<file path="src/hw/rms_pkg.sv">
// Purpose: shared constants and types for the radio mode sequencer
// Assumes: 50 MHz clock, classic Wishbone register access
// Notes: times are kept in ns and converted to clock cycles here
package rms_pkg;
    localparam int CLK_NS = 20;
    // register byte offsets
    localparam logic [7:0] OFS_OP_MODE = 8'h00;
    localparam logic [7:0] OFS_AMP_RAMP = 8'h04;
    localparam logic [7:0] OFS_TIMING = 8'h08;
    localparam logic [7:0] OFS_STATUS = 8'h0C;
    // op mode register fields
    localparam int MODE_LSB = 2;
    localparam int LISTEN_BIT = 6;
    localparam int BYPASS_BIT = 7;
    // timing register fields
    localparam int BITT_LSB = 0;
    localparam int RXBW_LSB = 16;
    localparam int OOK_BIT = 31;
    localparam int CONT_BIT = 30;
    localparam int BSYNC_BIT = 29;
    localparam int PACKET_BIT = 28;
    // operating field codes
    localparam logic [2:0] MODE_SLEEP = 3'h0;
    localparam logic [2:0] MODE_STANDBY = 3'h1;
    localparam logic [2:0] MODE_SYNTH = 3'h2;
    localparam logic [2:0] MODE_TX = 3'h3;
    localparam logic [2:0] MODE_RX = 3'h4;
    // timing constants
    localparam int TX_FIXED_NS = 5000;
    localparam int TX_FIXED_CYC = (TX_FIXED_NS + CLK_NS - 1) / CLK_NS;
    localparam int RX_FRONT_NS = 20000;
    localparam int RX_FRONT_CYC = (RX_FRONT_NS + CLK_NS - 1) / CLK_NS;
    localparam int PLL_BW_KHZ = 300;
    localparam int RELOCK_NS = (5 * 1000000 + PLL_BW_KHZ - 1) / PLL_BW_KHZ;
    localparam int RELOCK_CYC = (RELOCK_NS + CLK_NS - 1) / CLK_NS;
    localparam int FSK_CF_NUM = 21;
    localparam int OOK_CF_NUM = 34;
    localparam int AFC_BITS = 4;
    localparam int PREAMBLE_BITS = 12;
    localparam logic [31:0] RESET_OP_MODE = 32'h0000_0004;
    localparam logic [31:0] RESET_TIMING = 32'h00C8_09C4;
    localparam logic [31:0] RESET_RAMP = 32'h0000_0FA0;
    // enabled sub-block set
    typedef struct packed {
        logic osc;
        logic synth;
        logic ampReg;
        logic ampRamp;
        logic rx;
        logic listen;
    } rms_enables_t;
    typedef enum logic [9:0] {
        ST_SLEEP = 10'b00_0000_0001,
        ST_OSC = 10'b00_0000_0010,
        ST_SYNTH = 10'b00_0000_0100,
        ST_AMPREG = 10'b00_0000_1000,
        ST_RAMP = 10'b00_0001_0000,
        ST_TXDLY = 10'b00_0010_0000,
        ST_TX = 10'b00_0100_0000,
        ST_RXDLY = 10'b00_1000_0000,
        ST_RX = 10'b01_0000_0000,
        ST_LISTEN = 10'b10_0000_0000
    } rms_state_t;
endpackage : rms_pkg

</file>
<file path="src/hw/rms_sequencer.sv">
// Purpose: operating-mode sequencer of a sub-GHz transceiver
// Assumes: oscillator, synthesizer and amplifier report readiness on inputs
// Notes: listen internals and the packet engine sit outside this block
`timescale 1ns/1ns
`default_nettype none
module rms_sequencer (
    // clock and reset
    input wire logic clk,
    input wire logic rst_b,
    // wishbone slave
    input wire logic wbCyc,
    input wire logic wbStb,
    input wire logic wbWe,
    input wire logic [7:0] wbAdr,
    input wire logic [3:0] wbSel,
    input wire logic [31:0] wbDatW,
    output logic [31:0] wbDatR,
    output logic wbAck,
    // analog readiness, asynchronous
    input wire logic oscStable,
    input wire logic synthLock,
    input wire logic ampRegReady,
    input wire logic afcDone,
    input wire logic transmitStartRule,
    // demodulator and host pins
    input wire logic demodData,
    input wire logic serialDataIn,
    output logic serialDataOut,
    output logic serialDataOe_b,
    output logic dataClockOut,
    output logic pllLockPin,
    // sub-block enables and status
    output rms_pkg::rms_enables_t enables,
    output logic modeReachedFlag,
    output logic transmitReadyFlag,
    output logic receiveReadyFlag,
    output logic preambleOnly,
    output logic packetActive,
    output logic syncAccept
);
    logic [31:0] opMode_q, ramp_q, timing_q;
    rms_pkg::rms_state_t st_q, st_d;
    logic [31:0] cnt_q;
    logic [2:0] targetMode_q;
    logic targetListen_q;
    logic [4:0] s1_q, s2_q;
    logic osc, lock, ampOk, afc, startOk;
    logic [15:0] divCnt_q;
    logic data_clock_output_q;
    logic [7:0] pre_q;
    logic [4:0] preCnt_q;
    logic afcSeen_q;
    logic dinS1_q, dinS2_q, demS1_q, demS2_q;
    logic [2:0] wrMode;
    logic wbHit;

    // byte-lane merge used for every writable register
    function automatic logic [31:0] laneMerge(input logic [31:0] old, input logic [31:0] nw, input logic [3:0] sel);
        logic [31:0] r;
        r = old;
        for (int i = 0; i < 4; i++)
        begin
            if (sel[i])
                r[i*8 +: 8] = nw[i*8 +: 8];
        end
        return r;
    endfunction : laneMerge

    // ns to cycles, rounded up and never below one
    function automatic logic [31:0] nsToCyc(input logic [31:0] ns);
        logic [31:0] c;
        c = (ns + 32'(rms_pkg::CLK_NS - 1)) / 32'(rms_pkg::CLK_NS);
        return (c == 32'h0) ? 32'h1 : c;
    endfunction : nsToCyc

    // two-flop synchronisers; only the second stage is read
    always_ff @(posedge clk or negedge rst_b)
    begin
        if (!rst_b)
        begin
            s1_q <= 5'h0;
            s2_q <= 5'h0;
            {dinS1_q, dinS2_q, demS1_q, demS2_q} <= 4'h0;
        end
        else
        begin
            s1_q <= {oscStable, synthLock, ampRegReady, afcDone, transmitStartRule};
            s2_q <= s1_q;
            dinS1_q <= serialDataIn;
            dinS2_q <= dinS1_q;
            demS1_q <= demodData;
            demS2_q <= demS1_q;
        end
    end
    assign {osc, lock, ampOk, afc, startOk} = s2_q;

    assign wbHit = wbCyc && wbStb && !wbAck;
    assign wrMode = opMode_q[rms_pkg::MODE_LSB +: 3];

    // register writes; a write acks one cycle after the request
    always_ff @(posedge clk or negedge rst_b)
    begin
        if (!rst_b)
        begin
            opMode_q <= rms_pkg::RESET_OP_MODE;
            ramp_q <= rms_pkg::RESET_RAMP;
            timing_q <= rms_pkg::RESET_TIMING;
        end
        else if (wbHit && wbWe)
        begin
            case (wbAdr)
                rms_pkg::OFS_OP_MODE: opMode_q <= laneMerge(opMode_q, wbDatW, wbSel) & 32'h0000_00FC;
                rms_pkg::OFS_AMP_RAMP: ramp_q <= laneMerge(ramp_q, wbDatW, wbSel);
                rms_pkg::OFS_TIMING: timing_q <= laneMerge(timing_q, wbDatW, wbSel);
                default: ;
            endcase
        end
    end

    // ack and read data; unmapped reads return zero
    always_ff @(posedge clk or negedge rst_b)
    begin
        if (!rst_b)
        begin
            wbAck <= 1'b0;
            wbDatR <= 32'h0;
        end
        else
        begin
            wbAck <= wbHit;
            case (wbAdr)
                rms_pkg::OFS_OP_MODE: wbDatR <= opMode_q;
                rms_pkg::OFS_AMP_RAMP: wbDatR <= ramp_q;
                rms_pkg::OFS_TIMING: wbDatR <= timing_q;
                rms_pkg::OFS_STATUS: wbDatR <= {22'h0, st_q};
                default: wbDatR <= 32'h0;
            endcase
        end
    end

    // next state: walk toward the target, or jump when bypassed
    always_comb
    begin
        st_d = st_q;
        if (opMode_q[rms_pkg::LISTEN_BIT])
            st_d = rms_pkg::ST_LISTEN;
        else if (opMode_q[rms_pkg::BYPASS_BIT])
        begin
            case (wrMode)
                rms_pkg::MODE_STANDBY: st_d = rms_pkg::ST_OSC;
                rms_pkg::MODE_SYNTH: st_d = rms_pkg::ST_SYNTH;
                rms_pkg::MODE_TX: st_d = rms_pkg::ST_TX;
                rms_pkg::MODE_RX: st_d = rms_pkg::ST_RX;
                default: st_d = rms_pkg::ST_SLEEP;
            endcase
        end
        else
        begin
            case (st_q)
                rms_pkg::ST_SLEEP, rms_pkg::ST_LISTEN:
                    if (wrMode != rms_pkg::MODE_SLEEP)
                        st_d = rms_pkg::ST_OSC;
                    else
                        st_d = rms_pkg::ST_SLEEP;
                rms_pkg::ST_OSC:
                    if (wrMode == rms_pkg::MODE_SLEEP)
                        st_d = rms_pkg::ST_SLEEP;
                    else if (wrMode != rms_pkg::MODE_STANDBY && osc)
                        st_d = rms_pkg::ST_SYNTH;
                rms_pkg::ST_SYNTH:
                    if (wrMode == rms_pkg::MODE_SLEEP || wrMode == rms_pkg::MODE_STANDBY)
                        st_d = rms_pkg::ST_OSC;
                    else if (lock && wrMode == rms_pkg::MODE_TX)
                        st_d = rms_pkg::ST_AMPREG;
                    else if (lock && wrMode == rms_pkg::MODE_RX)
                        st_d = rms_pkg::ST_RXDLY;
                rms_pkg::ST_AMPREG:
                    if (wrMode != rms_pkg::MODE_TX)
                        st_d = rms_pkg::ST_SYNTH;
                    else if (ampOk)
                        st_d = rms_pkg::ST_RAMP;
                rms_pkg::ST_RAMP, rms_pkg::ST_TXDLY:
                    if (wrMode != rms_pkg::MODE_TX)
                        st_d = rms_pkg::ST_SYNTH;
                    else if (cnt_q <= 32'h1)
                        st_d = (st_q == rms_pkg::ST_RAMP) ? rms_pkg::ST_TXDLY : rms_pkg::ST_TX;
                rms_pkg::ST_RXDLY:
                    if (wrMode != rms_pkg::MODE_RX)
                        st_d = rms_pkg::ST_SYNTH;
                    else if (cnt_q <= 32'h1)
                        st_d = rms_pkg::ST_RX;
                rms_pkg::ST_TX, rms_pkg::ST_RX:
                    if (st_q == rms_pkg::ST_TX && wrMode == rms_pkg::MODE_RX)
                        st_d = rms_pkg::ST_RXDLY; // hop via receive keeps the loop locked
                    else if (st_q == rms_pkg::ST_RX && wrMode == rms_pkg::MODE_TX)
                        st_d = rms_pkg::ST_AMPREG;
                    else if (wrMode != ((st_q == rms_pkg::ST_TX) ? rms_pkg::MODE_TX : rms_pkg::MODE_RX))
                        st_d = rms_pkg::ST_SYNTH;
                default: st_d = rms_pkg::ST_SLEEP;
            endcase
        end
    end

    always_ff @(posedge clk or negedge rst_b)
    begin
        if (!rst_b)
            st_q <= rms_pkg::ST_SLEEP;
        else
            st_q <= st_d;
    end

    // delay counter loads on state entry
    always_ff @(posedge clk or negedge rst_b)
    begin
        if (!rst_b)
            cnt_q <= 32'h0;
        else if (st_d != st_q)
        begin
            case (st_d)
                rms_pkg::ST_RAMP: cnt_q <= nsToCyc(ramp_q); // ramp length in ns
                rms_pkg::ST_TXDLY: cnt_q <= 32'(rms_pkg::TX_FIXED_CYC) + (nsToCyc(ramp_q) >> 2)
                    + (timing_q[15:0] >> 1); // ramp already spent once
                rms_pkg::ST_RXDLY: cnt_q <= 32'(rms_pkg::RX_FRONT_CYC) + nsToCyc(
                    ((timing_q[rms_pkg::OOK_BIT] ? 32'(rms_pkg::OOK_CF_NUM) : 32'(rms_pkg::FSK_CF_NUM))
                    * 32'd250000) / ({20'h0, timing_q[rms_pkg::RXBW_LSB +: 12]}
                    | 32'(timing_q[rms_pkg::RXBW_LSB +: 12] == 12'h0))); // zero bandwidth guard
                default: cnt_q <= 32'h0;
            endcase
        end
        else if (afc && !afcSeen_q && st_q == rms_pkg::ST_RX)
            cnt_q <= 32'(rms_pkg::RELOCK_CYC) + 32'(rms_pkg::AFC_BITS) * {16'h0, timing_q[15:0]};
        else if (cnt_q != 32'h0)
            cnt_q <= cnt_q - 32'h1;
    end

    // target capture and correction edge memory
    always_ff @(posedge clk or negedge rst_b)
    begin
        if (!rst_b)
        begin
            targetMode_q <= rms_pkg::MODE_SLEEP;
            targetListen_q <= 1'b0;
            afcSeen_q <= 1'b0;
        end
        else
        begin
            targetMode_q <= wrMode;
            targetListen_q <= opMode_q[rms_pkg::LISTEN_BIT];
            afcSeen_q <= afc;
        end
    end

    // ready flags: clear on any change, set when target reached
    always_ff @(posedge clk or negedge rst_b)
    begin
        if (!rst_b)
        begin
            modeReachedFlag <= 1'b0;
            transmitReadyFlag <= 1'b0;
            receiveReadyFlag <= 1'b0;
        end
        else
        begin
            if (targetMode_q != wrMode || targetListen_q != opMode_q[rms_pkg::LISTEN_BIT] || st_d != st_q)
                modeReachedFlag <= 1'b0;
            else
            begin
                case (st_q)
                    rms_pkg::ST_SLEEP: modeReachedFlag <= wrMode == rms_pkg::MODE_SLEEP;
                    rms_pkg::ST_OSC: modeReachedFlag <= wrMode == rms_pkg::MODE_STANDBY;
                    rms_pkg::ST_SYNTH: modeReachedFlag <= wrMode == rms_pkg::MODE_SYNTH;
                    rms_pkg::ST_TX, rms_pkg::ST_RX, rms_pkg::ST_LISTEN: modeReachedFlag <= 1'b1;
                    default: modeReachedFlag <= 1'b0;
                endcase
            end
            transmitReadyFlag <= st_q == rms_pkg::ST_TX && st_d == st_q;
            receiveReadyFlag <= st_q == rms_pkg::ST_RX && st_d == st_q && cnt_q == 32'h0;
        end
    end

    // data clock runs only in transmit and receive, one edge pair per bit
    always_ff @(posedge clk or negedge rst_b)
    begin
        if (!rst_b)
        begin
            divCnt_q <= 16'h0;
            data_clock_output_q <= 1'b0;
        end
        else if (st_q != rms_pkg::ST_TX && st_q != rms_pkg::ST_RX)
        begin
            divCnt_q <= 16'h0; // no clock before ramp done
            data_clock_output_q <= 1'b0;
        end
        else if (divCnt_q + 16'h1 >= (timing_q[15:0] >> 1)) // each level lasts half a bit
        begin
            divCnt_q <= 16'h0;
            data_clock_output_q <= !data_clock_output_q;
        end
        else
            divCnt_q <= divCnt_q + 16'h1;
    end

    // preamble lock: count alternating bits at data clock falling edges
    always_ff @(posedge clk or negedge rst_b)
    begin
        if (!rst_b)
        begin
            pre_q <= 8'h0;
            preCnt_q <= 5'h0;
        end
        else if (st_q != rms_pkg::ST_RX)
        begin
            pre_q <= 8'h0;
            preCnt_q <= 5'h0;
        end
        else if (divCnt_q == 16'h0 && !data_clock_output_q)
        begin
            pre_q <= {pre_q[6:0], demS2_q};
            if (demS2_q == pre_q[0])
                preCnt_q <= 5'h0;
            else if (preCnt_q < 5'(rms_pkg::PREAMBLE_BITS))
                preCnt_q <= preCnt_q + 5'h1;
        end
    end

    // pins and transmit data control
    always_ff @(posedge clk or negedge rst_b)
    begin
        if (!rst_b)
        begin
            serialDataOut <= 1'b0;
            pllLockPin <= 1'b0;
            packetActive <= 1'b0;
        end
        else
        begin
            serialDataOut <= demS2_q;
            pllLockPin <= lock;
            packetActive <= st_q == rms_pkg::ST_TX && timing_q[rms_pkg::PACKET_BIT]
                && (packetActive || startOk);
        end
    end

    assign serialDataOe_b = !(st_q == rms_pkg::ST_RX && timing_q[rms_pkg::CONT_BIT]);
    assign dataClockOut = data_clock_output_q;
    assign preambleOnly = transmitReadyFlag && timing_q[rms_pkg::PACKET_BIT] && !packetActive;
    assign syncAccept = receiveReadyFlag && (preCnt_q >= 5'(rms_pkg::PREAMBLE_BITS)
        || (timing_q[rms_pkg::CONT_BIT] && !timing_q[rms_pkg::BSYNC_BIT]));

    // sub-block enables follow the state
    always_comb
    begin
        enables = '0;
        enables.osc = st_q != rms_pkg::ST_SLEEP;
        enables.synth = st_q inside {rms_pkg::ST_SYNTH, rms_pkg::ST_AMPREG, rms_pkg::ST_RAMP,
            rms_pkg::ST_TXDLY, rms_pkg::ST_TX, rms_pkg::ST_RXDLY, rms_pkg::ST_RX};
        enables.ampReg = st_q inside {rms_pkg::ST_AMPREG, rms_pkg::ST_RAMP, rms_pkg::ST_TXDLY, rms_pkg::ST_TX};
        enables.ampRamp = st_q inside {rms_pkg::ST_RAMP, rms_pkg::ST_TXDLY, rms_pkg::ST_TX};
        enables.rx = st_q inside {rms_pkg::ST_RXDLY, rms_pkg::ST_RX};
        enables.listen = st_q == rms_pkg::ST_LISTEN;
    end
endmodule : rms_sequencer
`default_nettype wire

</file>
<file path="config.mk">
export PLATFORM = sky130hd
export DESIGN_NAME = rms_sequencer
export DESIGN_NICKNAME = d
export VERILOG_FILES = /design/src/hw/rms_pkg.sv /design/src/hw/rms_sequencer.sv
export SDC_FILE = /design/constraint.sdc
export NUM_CORES = 1
export LEC_CHECK = 0
export BUFFER_PORTS_ARGS = -buffer_cell sky130_fd_sc_hd__buf_2
export CAP_MARGIN = 10
export CORE_ASPECT_RATIO = 1.1
export CORE_MARGIN = 10
export CORE_UTILIZATION = 32
export DETAILED_ROUTE_END_ITERATION = 12
export REMOVE_ABC_BUFFERS = 1
export SETUP_SLACK_MARGIN = 0.02
export SLEW_MARGIN = 0
export SYNTH_ARGS = -nofsm -noshare
export SYNTH_HDL_FRONTEND = slang
export SYNTH_SLANG_ARGS = --single-unit
</file>
<file path="constraint.sdc">
create_clock -name clk -period 128.2 [get_ports clk]
set_input_delay 19.23 -clock clk [delete_from_list [all_inputs] [get_ports clk]]
set_output_delay 19.23 -clock clk [all_outputs]
set_load 0.01 [all_outputs]
</file>
* After elaboration in Yosys (flattened, before gate mapping) *
Cells that the tools add are included.

storage, ports and cells
  register bits after elaboration = 191
  input bits = 56
  output and inout bits = 49
  word-level logic and storage cells = 185

cells by class
  $add $sub $neg = 9
  multiply operators = 1
  div/mod/pow operators = 3
  order comparisons = 4
  equal/unequal tests = 32
  muxes and demuxes = 41
  bitwise gates (word level) = 1
  reduce and logical (&&, ||, !) cells = 64

operators with widths
  operator                number
  $mux 10                 16
  $mux 32                 5
  $pmux 32 s4             1
  $logic_not 32->1        3
  $pmux 32 s3             1
  $pmux 10 s7             1
  $add 32x5->32 const B   2
  $div 32x5->32 const B   2
  $pmux 9 s4              1
  $add 10x32->32 const A  1
  $add 31x15->32          1
  $div 32x32->32          1
  $le 32x1->1 const B     1
  $mux 16                 2
  $reduce_bool 32->1      1
  $sub 32x1->32 const B   1
  $add 8x30->31 const A   1
  $reduce_and 3->1        9
  $logic_and 1x1->1       22
  $eq 10x5->1 const B     2
  $eq 10x6->1 const B     2
  $eq 10x8->1 const B     2
  $mul 6x14->20 const B   1
  $mux 5                  4
  other kinds (49)        72

* Logic depth before layout (Yosys ltp) *
Gate-level depths: netlist (run 1).

  word-level depth = 12
  gate-level depth with buffers = 517
  gate-level depth less buffers = 465

* Least setup slack after synthesis (run 1) *
No wires, ideal clock.

  kind = reg2reg
  start point = register timing_q[23]
  end point = register cnt_q[19]
  setup time = 0.132 ns
  arrival = 101.356 ns
  data required time = 128.068 ns
  setup slack = 26.712 ns
  cell stages (with the launch flop) = 488
  path buffers = 55
  clock period less this slack = 101.488 ns
  cells stage by stage = dfstp_2 -> inv_1 -> a41oi_1 -> clkbuf_1 -> nor2_1 -> ha_1 -> or3_1 -> o22a_1 -> or3_1 -> o2bb2ai_1 -> ha_1 -> a21oi_1 -> a21boi_1 -> o31a_1 -> buf_2 -> mux2i_1 -> a211oi_2 -> inv_1 -> (+452 left out) -> a22oi_4 -> o311ai_1 -> a221oi_1 -> or2_1 -> buf_2 -> mux2_4 -> inv_2 -> nor2_1 -> nor3_1 -> inv_1 -> ha_1 -> o41ai_2 -> nor3_1 -> xnor2_1 -> a222oi_1 -> nor2_1 -> a21oi_1 -> nor2_1

on the way
  cells in the longest elaborated chain, start to end = 10

ends and longest elaborated chain
  what                      line                  text
  start: declaration        rms_sequencer.sv:41   logic [31:0] opMode_q, ramp_q, timing_q;
  start signal: assignment  rms_sequencer.sv:107  timing_q <= rms_pkg::RESET_TIMING;
  start signal: assignment  rms_sequencer.sv:114  rms_pkg::OFS_TIMING: timing_q <= laneMerge(timing_q, wbDatW, wbSel);
  $logic_not 12->1          rms_sequencer.sv:226  | 32'(timing_q[rms_pkg::RXBW_LSB +: 12] == 12'h0)));
  $or 12x1->12 (*)          rms_sequencer.sv:226
  $div 32x32->32 (*)        rms_sequencer.sv:225  * 32'd250000) / ({20'h0, timing_q[rms_pkg::RXBW_LSB +: 12]}
  $add 32x5->32 (*)         rms_sequencer.sv:72   c = (ns + 32'(rms_pkg::CLK_NS - 1)) / 32'(rms_pkg::CLK_NS);
  $div 32x5->32 (*)         rms_sequencer.sv:72
  $logic_not 32->1          rms_sequencer.sv:73   return (c == 32'h0) ? 32'h1 : c;
  $mux 32 (*)               rms_sequencer.sv:73
  $add 10x32->32 (*)        rms_sequencer.sv:223  rms_pkg::ST_RXDLY: cnt_q <= 32'(rms_pkg::RX_FRONT_CYC) + nsToCyc(
  $pmux 32 s3 (*)           rms_sequencer.sv:219  case (st_d)
  $mux 32 (*)               rms_sequencer.sv:217  else if (st_d != st_q)
  end signal: assignment    rms_sequencer.sv:220  rms_pkg::ST_RAMP: cnt_q <= nsToCyc(ramp_q);
  end signal: assignment    rms_sequencer.sv:221  rms_pkg::ST_TXDLY: cnt_q <= 32'(rms_pkg::TX_FIXED_CYC) + (nsToCyc(ramp_q) >> 2)
  end signal: assignment    rms_sequencer.sv:223
  end: declaration          rms_sequencer.sv:43   logic [31:0] cnt_q;

Every way passes the cells marked *; elsewhere a longest branch is shown, timed or not.
A chain may end at the register's enable or synchronous reset.

* Worst setup path in the final report (run 1) *
  start point = register timing_q[26]
  end point = register cnt_q[19]

The elaborated chain is that of the path after synthesis.

==> impl_metrics.tcl, run 1 <==
set metrics [dict create \
    min_from "demS1_q$_DFF_PN0_" \
    place_inst 7083 \
    cts_max_level 4 \
    synth_fa_ha_area_frac 0.118 \
    status "finished clean" \
    ir_drop_v 0.0000550 \
    place_congestion 0.881 \
    io_buffers 103 \
    grt.total_usage 0.172 \
    critPathBufInv 25 \
    wirelength_mm 126 \
    crit_top_cell "o21a_1" \
    clock_sinks 191 \
    synth_seq_cells 191 \
    antenna_found_initial 2 \
    final_common_cell "nand2_1" \
    via_per_inst 5.90 \
    rsz0062_at_grt "no" \
    crit_fanout 38 \
    ys.flop_type "dfrtp_1" \
    grt_max_degree 118 \
    grt_pass1_vias 39812 \
    min_path_type "flip-flop to flip-flop" \
    end_kind "flip-flop" \
    vias 41957 \
    syn_inst 5444 \
    synth_compound_area_frac 0.309 \
    finalSetupViolations 0 \
    startpoint_type "flip-flop" \
    rr_startpoint "timing_q[26]$_DFFE_PN0P_" \
    synthMuxAreaShare 0.0528 \
    worst_slew_pin_slew_ns 1.21 \
    synth_edf_count 0 \
    drive_gt1_frac 0.0970 \
    synth-simple-area-share 0.269 \
    drc 0 \
    hold_buffers 0 \
    netlist_area_sq_mm 0.0399 \
    firstDrtPassIters 8 \
    yosysSeqAreaShare 0.120 \
    die-area_sq_mm 0.139 \
    wl_per_cell_microns 17.6 \
    ys_async_sr_fraction 1.00 \
    cts-root-buf "clkbuf_16" \
    ant_nets 0 \
    yosysTopAreaCell "ha_1" \
    antennaDiodeCount 0 \
    cts_buffers 17 \
    fin_setup_tns_ns 0 \
    hold_violations 0 \
    avgSynthCellArea_sq_um 7.32 \
    clock_latency_ns 0.47 \
    final_cell_mix "525 x nand2_1, 518 x nor2_1, 368 x ha_1" \
    dp_hpwl_mm 99.9 \
    die_h_microns 390 \
    post_cts_buffers 0 \
    fmax_mhz 8.76 \
    synth_top_family_by_area "compound AO/OA/AOI/OAI gates" \
    p_per_area_mw_per_mm2 20.8 \
    slowest_delay_ns 0.92 \
    cp-startpoint "timing_q[26]$_DFFE_PN0P_" \
    fin_crit_sh 0.890 \
    maxSlewHeadroom 0.187 \
    core.rowCount 135 \
    synth_warnings 0 \
    synth_xor_area_frac 0.0956 \
    fin_nets 5885 \
    core_sq_mm 0.123 \
    cts_resized 0 \
    yosysTopAreaCellShare 0.116 \
    critPathTopFamily "compound AO/OA/AOI/OAI gates" \
    cp_slowest_cell "o41ai_2" \
    fin_cells 7116 \
    report.final.slew_viol_count 0 \
    gr-total-overflow 0 \
    worst_hold_slack_ns 0.350 \
    grt_pass1_wl_mm 204 \
    drv_cap 0 \
    crit_arrival_ns 114.42 \
    start_util 0.323 \
    die_w_microns 356 \
    fin_crit_ns 114.11 \
    cts.clk_slew.worst_paths_ns 0.08 \
    leakage_nw 19.0 \
    synthTopCellsByArea "ha_1 12%, dfrtp_1 11%, xnor2_1 6.6%" \
    cts_max_path_buffers 2 \
    ys_types 146 \
    cp_data_required_time_ns 128.51 \
    path_class "flip-flop to flip-flop" \
    drt-initial-drc-count 3112 \
    ios 105 \
    cts_tree "done" \
    area_delta_synth_final_pct 7.54 \
    worst_clock_skew_ns 0.0141 \
]
[Yosys cell counts (all sizes together) (72+ instances only)]
library cell,instances
nand2,526
nor2,522
a21oi,372
ha,368
nor3,326
o21ai,304
xnor2,303
o21a,180
dfrtp,175
inv,160
nand3,157
clkbuf,139
xor2,125
o31ai,123
mux2,119
a21o,102
a31oi,72
[worst register-to-register path: cells and delay by family, from the launching register on]
family	cells	cell delay [ns]
AOI/OAI and AO/OA	266	64.84
and+or+nand+nor	110	28.99
adders and majority gates	31	9.61
buffers and inverters	25	4.99
muxes	10	3.58
xor gates and xnor gates	3	1.51
DFF	1	0.47
[logic make-up (layout without fill, tap and decap cells)]
kind of cell,Yosys count,after routing
and+or+nand+nor,2148,2148
AOI/OAI and AO/OA,1764,1764
xor gates and xnor gates,430,430
adders and majority gates,377,377
buffers and inverters,349,363
DFF,191,191
muxes,183,183
other,2,16
[final timing paths]
check                                          end  slack [ns]  cells past startpoint
setup / recovery             cnt_q[19]$_DFFE_PN0P_       14.09                    445
hold / removal                   demS2_q$_DFF_PN0_        0.35                      0
setup reg to reg             cnt_q[19]$_DFFE_PN0P_       14.09                    445
hold reg to reg                  demS2_q$_DFF_PN0_        0.35                      0
max in group asynchronous        st_q[2]$_DFF_PN0_      107.78                      2
min in group asynchronous  preCnt_q[1]$_DFFE_PN0P_       18.91                      1
[flip-flops by register name, summed over array words and instances, names as in the netlist, 6 cells and up]
name / cells
cnt_q: 32
ramp_q: 32
timing_q: 32
wbDatR: 32
divCnt_q: 16
st_q: 10
opMode_q: 6
[report_power, final]
| group | switching (mW) | internal [mW] |
|---|---|---|
| Clock | 0.0249 | 0.0269 |
| Combinational | 0.470 | 0.302 |
| Sequential | 0.00425 | 0.0647 |
[layer usage]
| metal | GRT usage | part of all wire |
|---|---|---|
| met1 | 0.221 | 0.46 |
| met3 | 0.0110 | 0.039 |
| met5 | 0 | 0 |
| met4 | 0.0445 | 0.022 |
| met2 | 0.308 | 0.48 |
[cell type report]
cell class                      instances  area, sq um
Clock buffer                           20          437
Clock inverter                         12          116
Fill cell                           13114        80600
Inverter                              161          604
Multi-Input combinational cell       4918        33800
Sequential cell                       191         4800
Tap cell                             1644         2060
Timing Repair Buffer                  170         1020
[per-stage QoR]
step	area, sq um	setup WS, ns	utilization	power, mW
2_1_floorplan	39100	23.16	-	0.679
3_3_place_gp	42300	16.52	0.343	0.819
3_5_place_dp	42300	15.43	0.343	0.827
4_1_cts	42800	15.00	0.347	0.885
5_1_grt	42900	4.76	0.347	0.985
6_report	42900	14.09	0.347	0.893
Note: power is estimated with default switching activity, not from simulation.
==> run 2: changes to the inputs <==
Settings changed: RECOVER_POWER set to 100.
==> run 2 against run 1 <==
Against the previous run:
- the run now ends with max-capacitance violations, max-slew violations left
- sequential share of layout area barely moved
- wire length about the same
- critical endpoint unchanged
- clock power barely moved
- design area shrank 0.32%
- hold slack is essentially flat
- highest routed layer unchanged
- die area stayed put
- global-route usage is the same
==> impl_metrics.tcl, run 2 (synthesized netlist as in run 1, its figures left out) <==
set metrics [dict create \
    status "complete, but fails checks" \
    violations "max-capacitance violations, max-slew violations" \
    place_inst 7083 \
    final_common_cell "nand2_1" \
    cts_resized 0 \
    cts_max_level 4 \
    wl_per_cell_microns 17.6 \
    ant_nets 0 \
    finalSetupViolations 0 \
    cts.clk_slew.worst_paths_ns 0.08 \
    clock_latency_ns 0.47 \
    rsz0062_at_grt "no" \
    gr-total-overflow 0 \
    setup_ws_ns 11.90 \
    core.rowCount 135 \
    fin_area_sq_mm 0.0427 \
    drv_cap 8 \
    p_per_area_mw_per_mm2 20.9 \
    r2r_slack_ns 11.90 \
    r2r.worst_path.cells 447 \
    startpoint_type "flip-flop" \
    io_buffers 103 \
    ios 105 \
    hold_buffers 0 \
    final_util 0.346 \
    wirelength_mm 126 \
    r2r_end "cnt_q[19]$_DFFE_PN0P_" \
    crit_fanout 38 \
    worst_clock_skew_ns 0.0140 \
    antenna_found_initial 2 \
    clock_sinks 191 \
    place_congestion 0.881 \
    cts-root-buf "clkbuf_16" \
    fin_cells 7116 \
    final_cell_mix "525 x nand2_1, 519 x nor2_1, 368 x ha_1" \
    cp_slowest_cell "a211oi_1" \
    dp_slack_ns 15.43 \
    crit_top_cell "o21a_1" \
    end_kind "flip-flop" \
    post_cts_buffers 0 \
    core_sq_mm 0.123 \
    min_from "demS1_q$_DFF_PN0_" \
    worst_hold_slack_ns 0.350 \
    die_w_microns 356 \
    fin_crit_ns 116.30 \
    cts_max_path_buffers 2 \
    fmax_mhz 8.60 \
    rr_startpoint "timing_q[26]$_DFFE_PN0P_" \
    antennaDiodeCount 0 \
    grt_pass1_wl_mm 204 \
    firstDrtPassIters 6 \
    die-area_sq_mm 0.139 \
    grt.total_usage 0.172 \
    drt-initial-drc-count 3231 \
    fin_setup_tns_ns 0 \
    grt_pass1_vias 39812 \
    min_delay_path_depth 0 \
    die_h_microns 390 \
    fin_nets 5885 \
    report.final.slew_viol_count 298 \
    crit_arrival_ns 116.58 \
    drive_gt1_frac 0.0846 \
    slowest_delay_ns 1.49 \
    fill_cells 13155 \
    vias 41862 \
    min_path_type "flip-flop to flip-flop" \
    worst_slew_pin_slew_ns 6.42 \
    cts_buffers 17 \
    grt_max_degree 118 \
    drc 0 \
    start_util 0.323 \
    place_area_sq_mm 0.0423 \
    maxSlewHeadroom -3.28 \
    fin_crit_sh 0.907 \
    area_delta_synth_final_pct 7.19 \
    ir_drop_v 0.0000550 \
    dp_hpwl_mm 99.9 \
    cp_data_required_time_ns 128.49 \
    hold_violations 0 \
    path_class "flip-flop to flip-flop" \
    cts_tree "done" \
    via_per_inst 5.88 \
    fin_total_pwr_mw 0.893 \
    min_to "demS2_q$_DFF_PN0_" \
    leakage_nw 18.8 \
]
-- run 2: where the power goes --
group	leakage (nW)	switching (mW)	total, mW	internal [mW]
combinational	16.1	0.470	0.772	0.301
clock	0.265	0.0251	0.0520	0.0269
sequential	2.45	0.00424	0.0689	0.0647
-- run 2: worst max-delay path: cells and delay by family, from the launching register on --
family	cells	cell delay [ns]
XOR/XNOR	2	0.91
AND/OR/NAND/NOR	114	30.42
AO/OA/AOI/OAI	264	66.17
flip-flops	1	0.48
buffers and inverters	26	5.13
adder cells (fa/ha/maj)	31	9.55
multiplexers	10	3.08
-- run 2: cell type report --
cell class	count	area [sq um]	area share
multi-input cells	4918	33800	0.791
flip-flops and latches	191	4800	0.112
well taps	1644	2060	0.0482
repair buffers	170	923	0.0216
inverters	161	604	0.0141
clock buffers	20	437	0.0102
clock inverters	12	116	0.00272
-- run 2: worst max-delay path by stage --
stage                             start                     to  slack, ns  cells after the start
2_1_floorplan  timing_q[23]$_DFFE_PN1P_  cnt_q[19]$_DFFE_PN0P_      23.16                    430
3_3_place_gp   timing_q[26]$_DFFE_PN0P_  cnt_q[19]$_DFFE_PN0P_      16.52                    447
3_5_place_dp   timing_q[26]$_DFFE_PN0P_  cnt_q[19]$_DFFE_PN0P_      15.43                    447
4_1_cts        timing_q[26]$_DFFE_PN0P_  cnt_q[19]$_DFFE_PN0P_      15.00                    446
5_1_grt        timing_q[26]$_DFFE_PN0P_  cnt_q[23]$_DFFE_PN0P_       2.38                    453
6_report       timing_q[26]$_DFFE_PN0P_  cnt_q[19]$_DFFE_PN0P_      11.90                    447
-- run 2: routing by layer --
metal,up-vias,GRT usage,routed length [microns],share of wire
met3,172,0.0110,5040,0.040
met2,1027,0.308,60600,0.48
met5,-,0,0,0
li1,20661,-,-,-
met1,20002,0.221,56900,0.45
met4,0,0.0445,2960,0.024
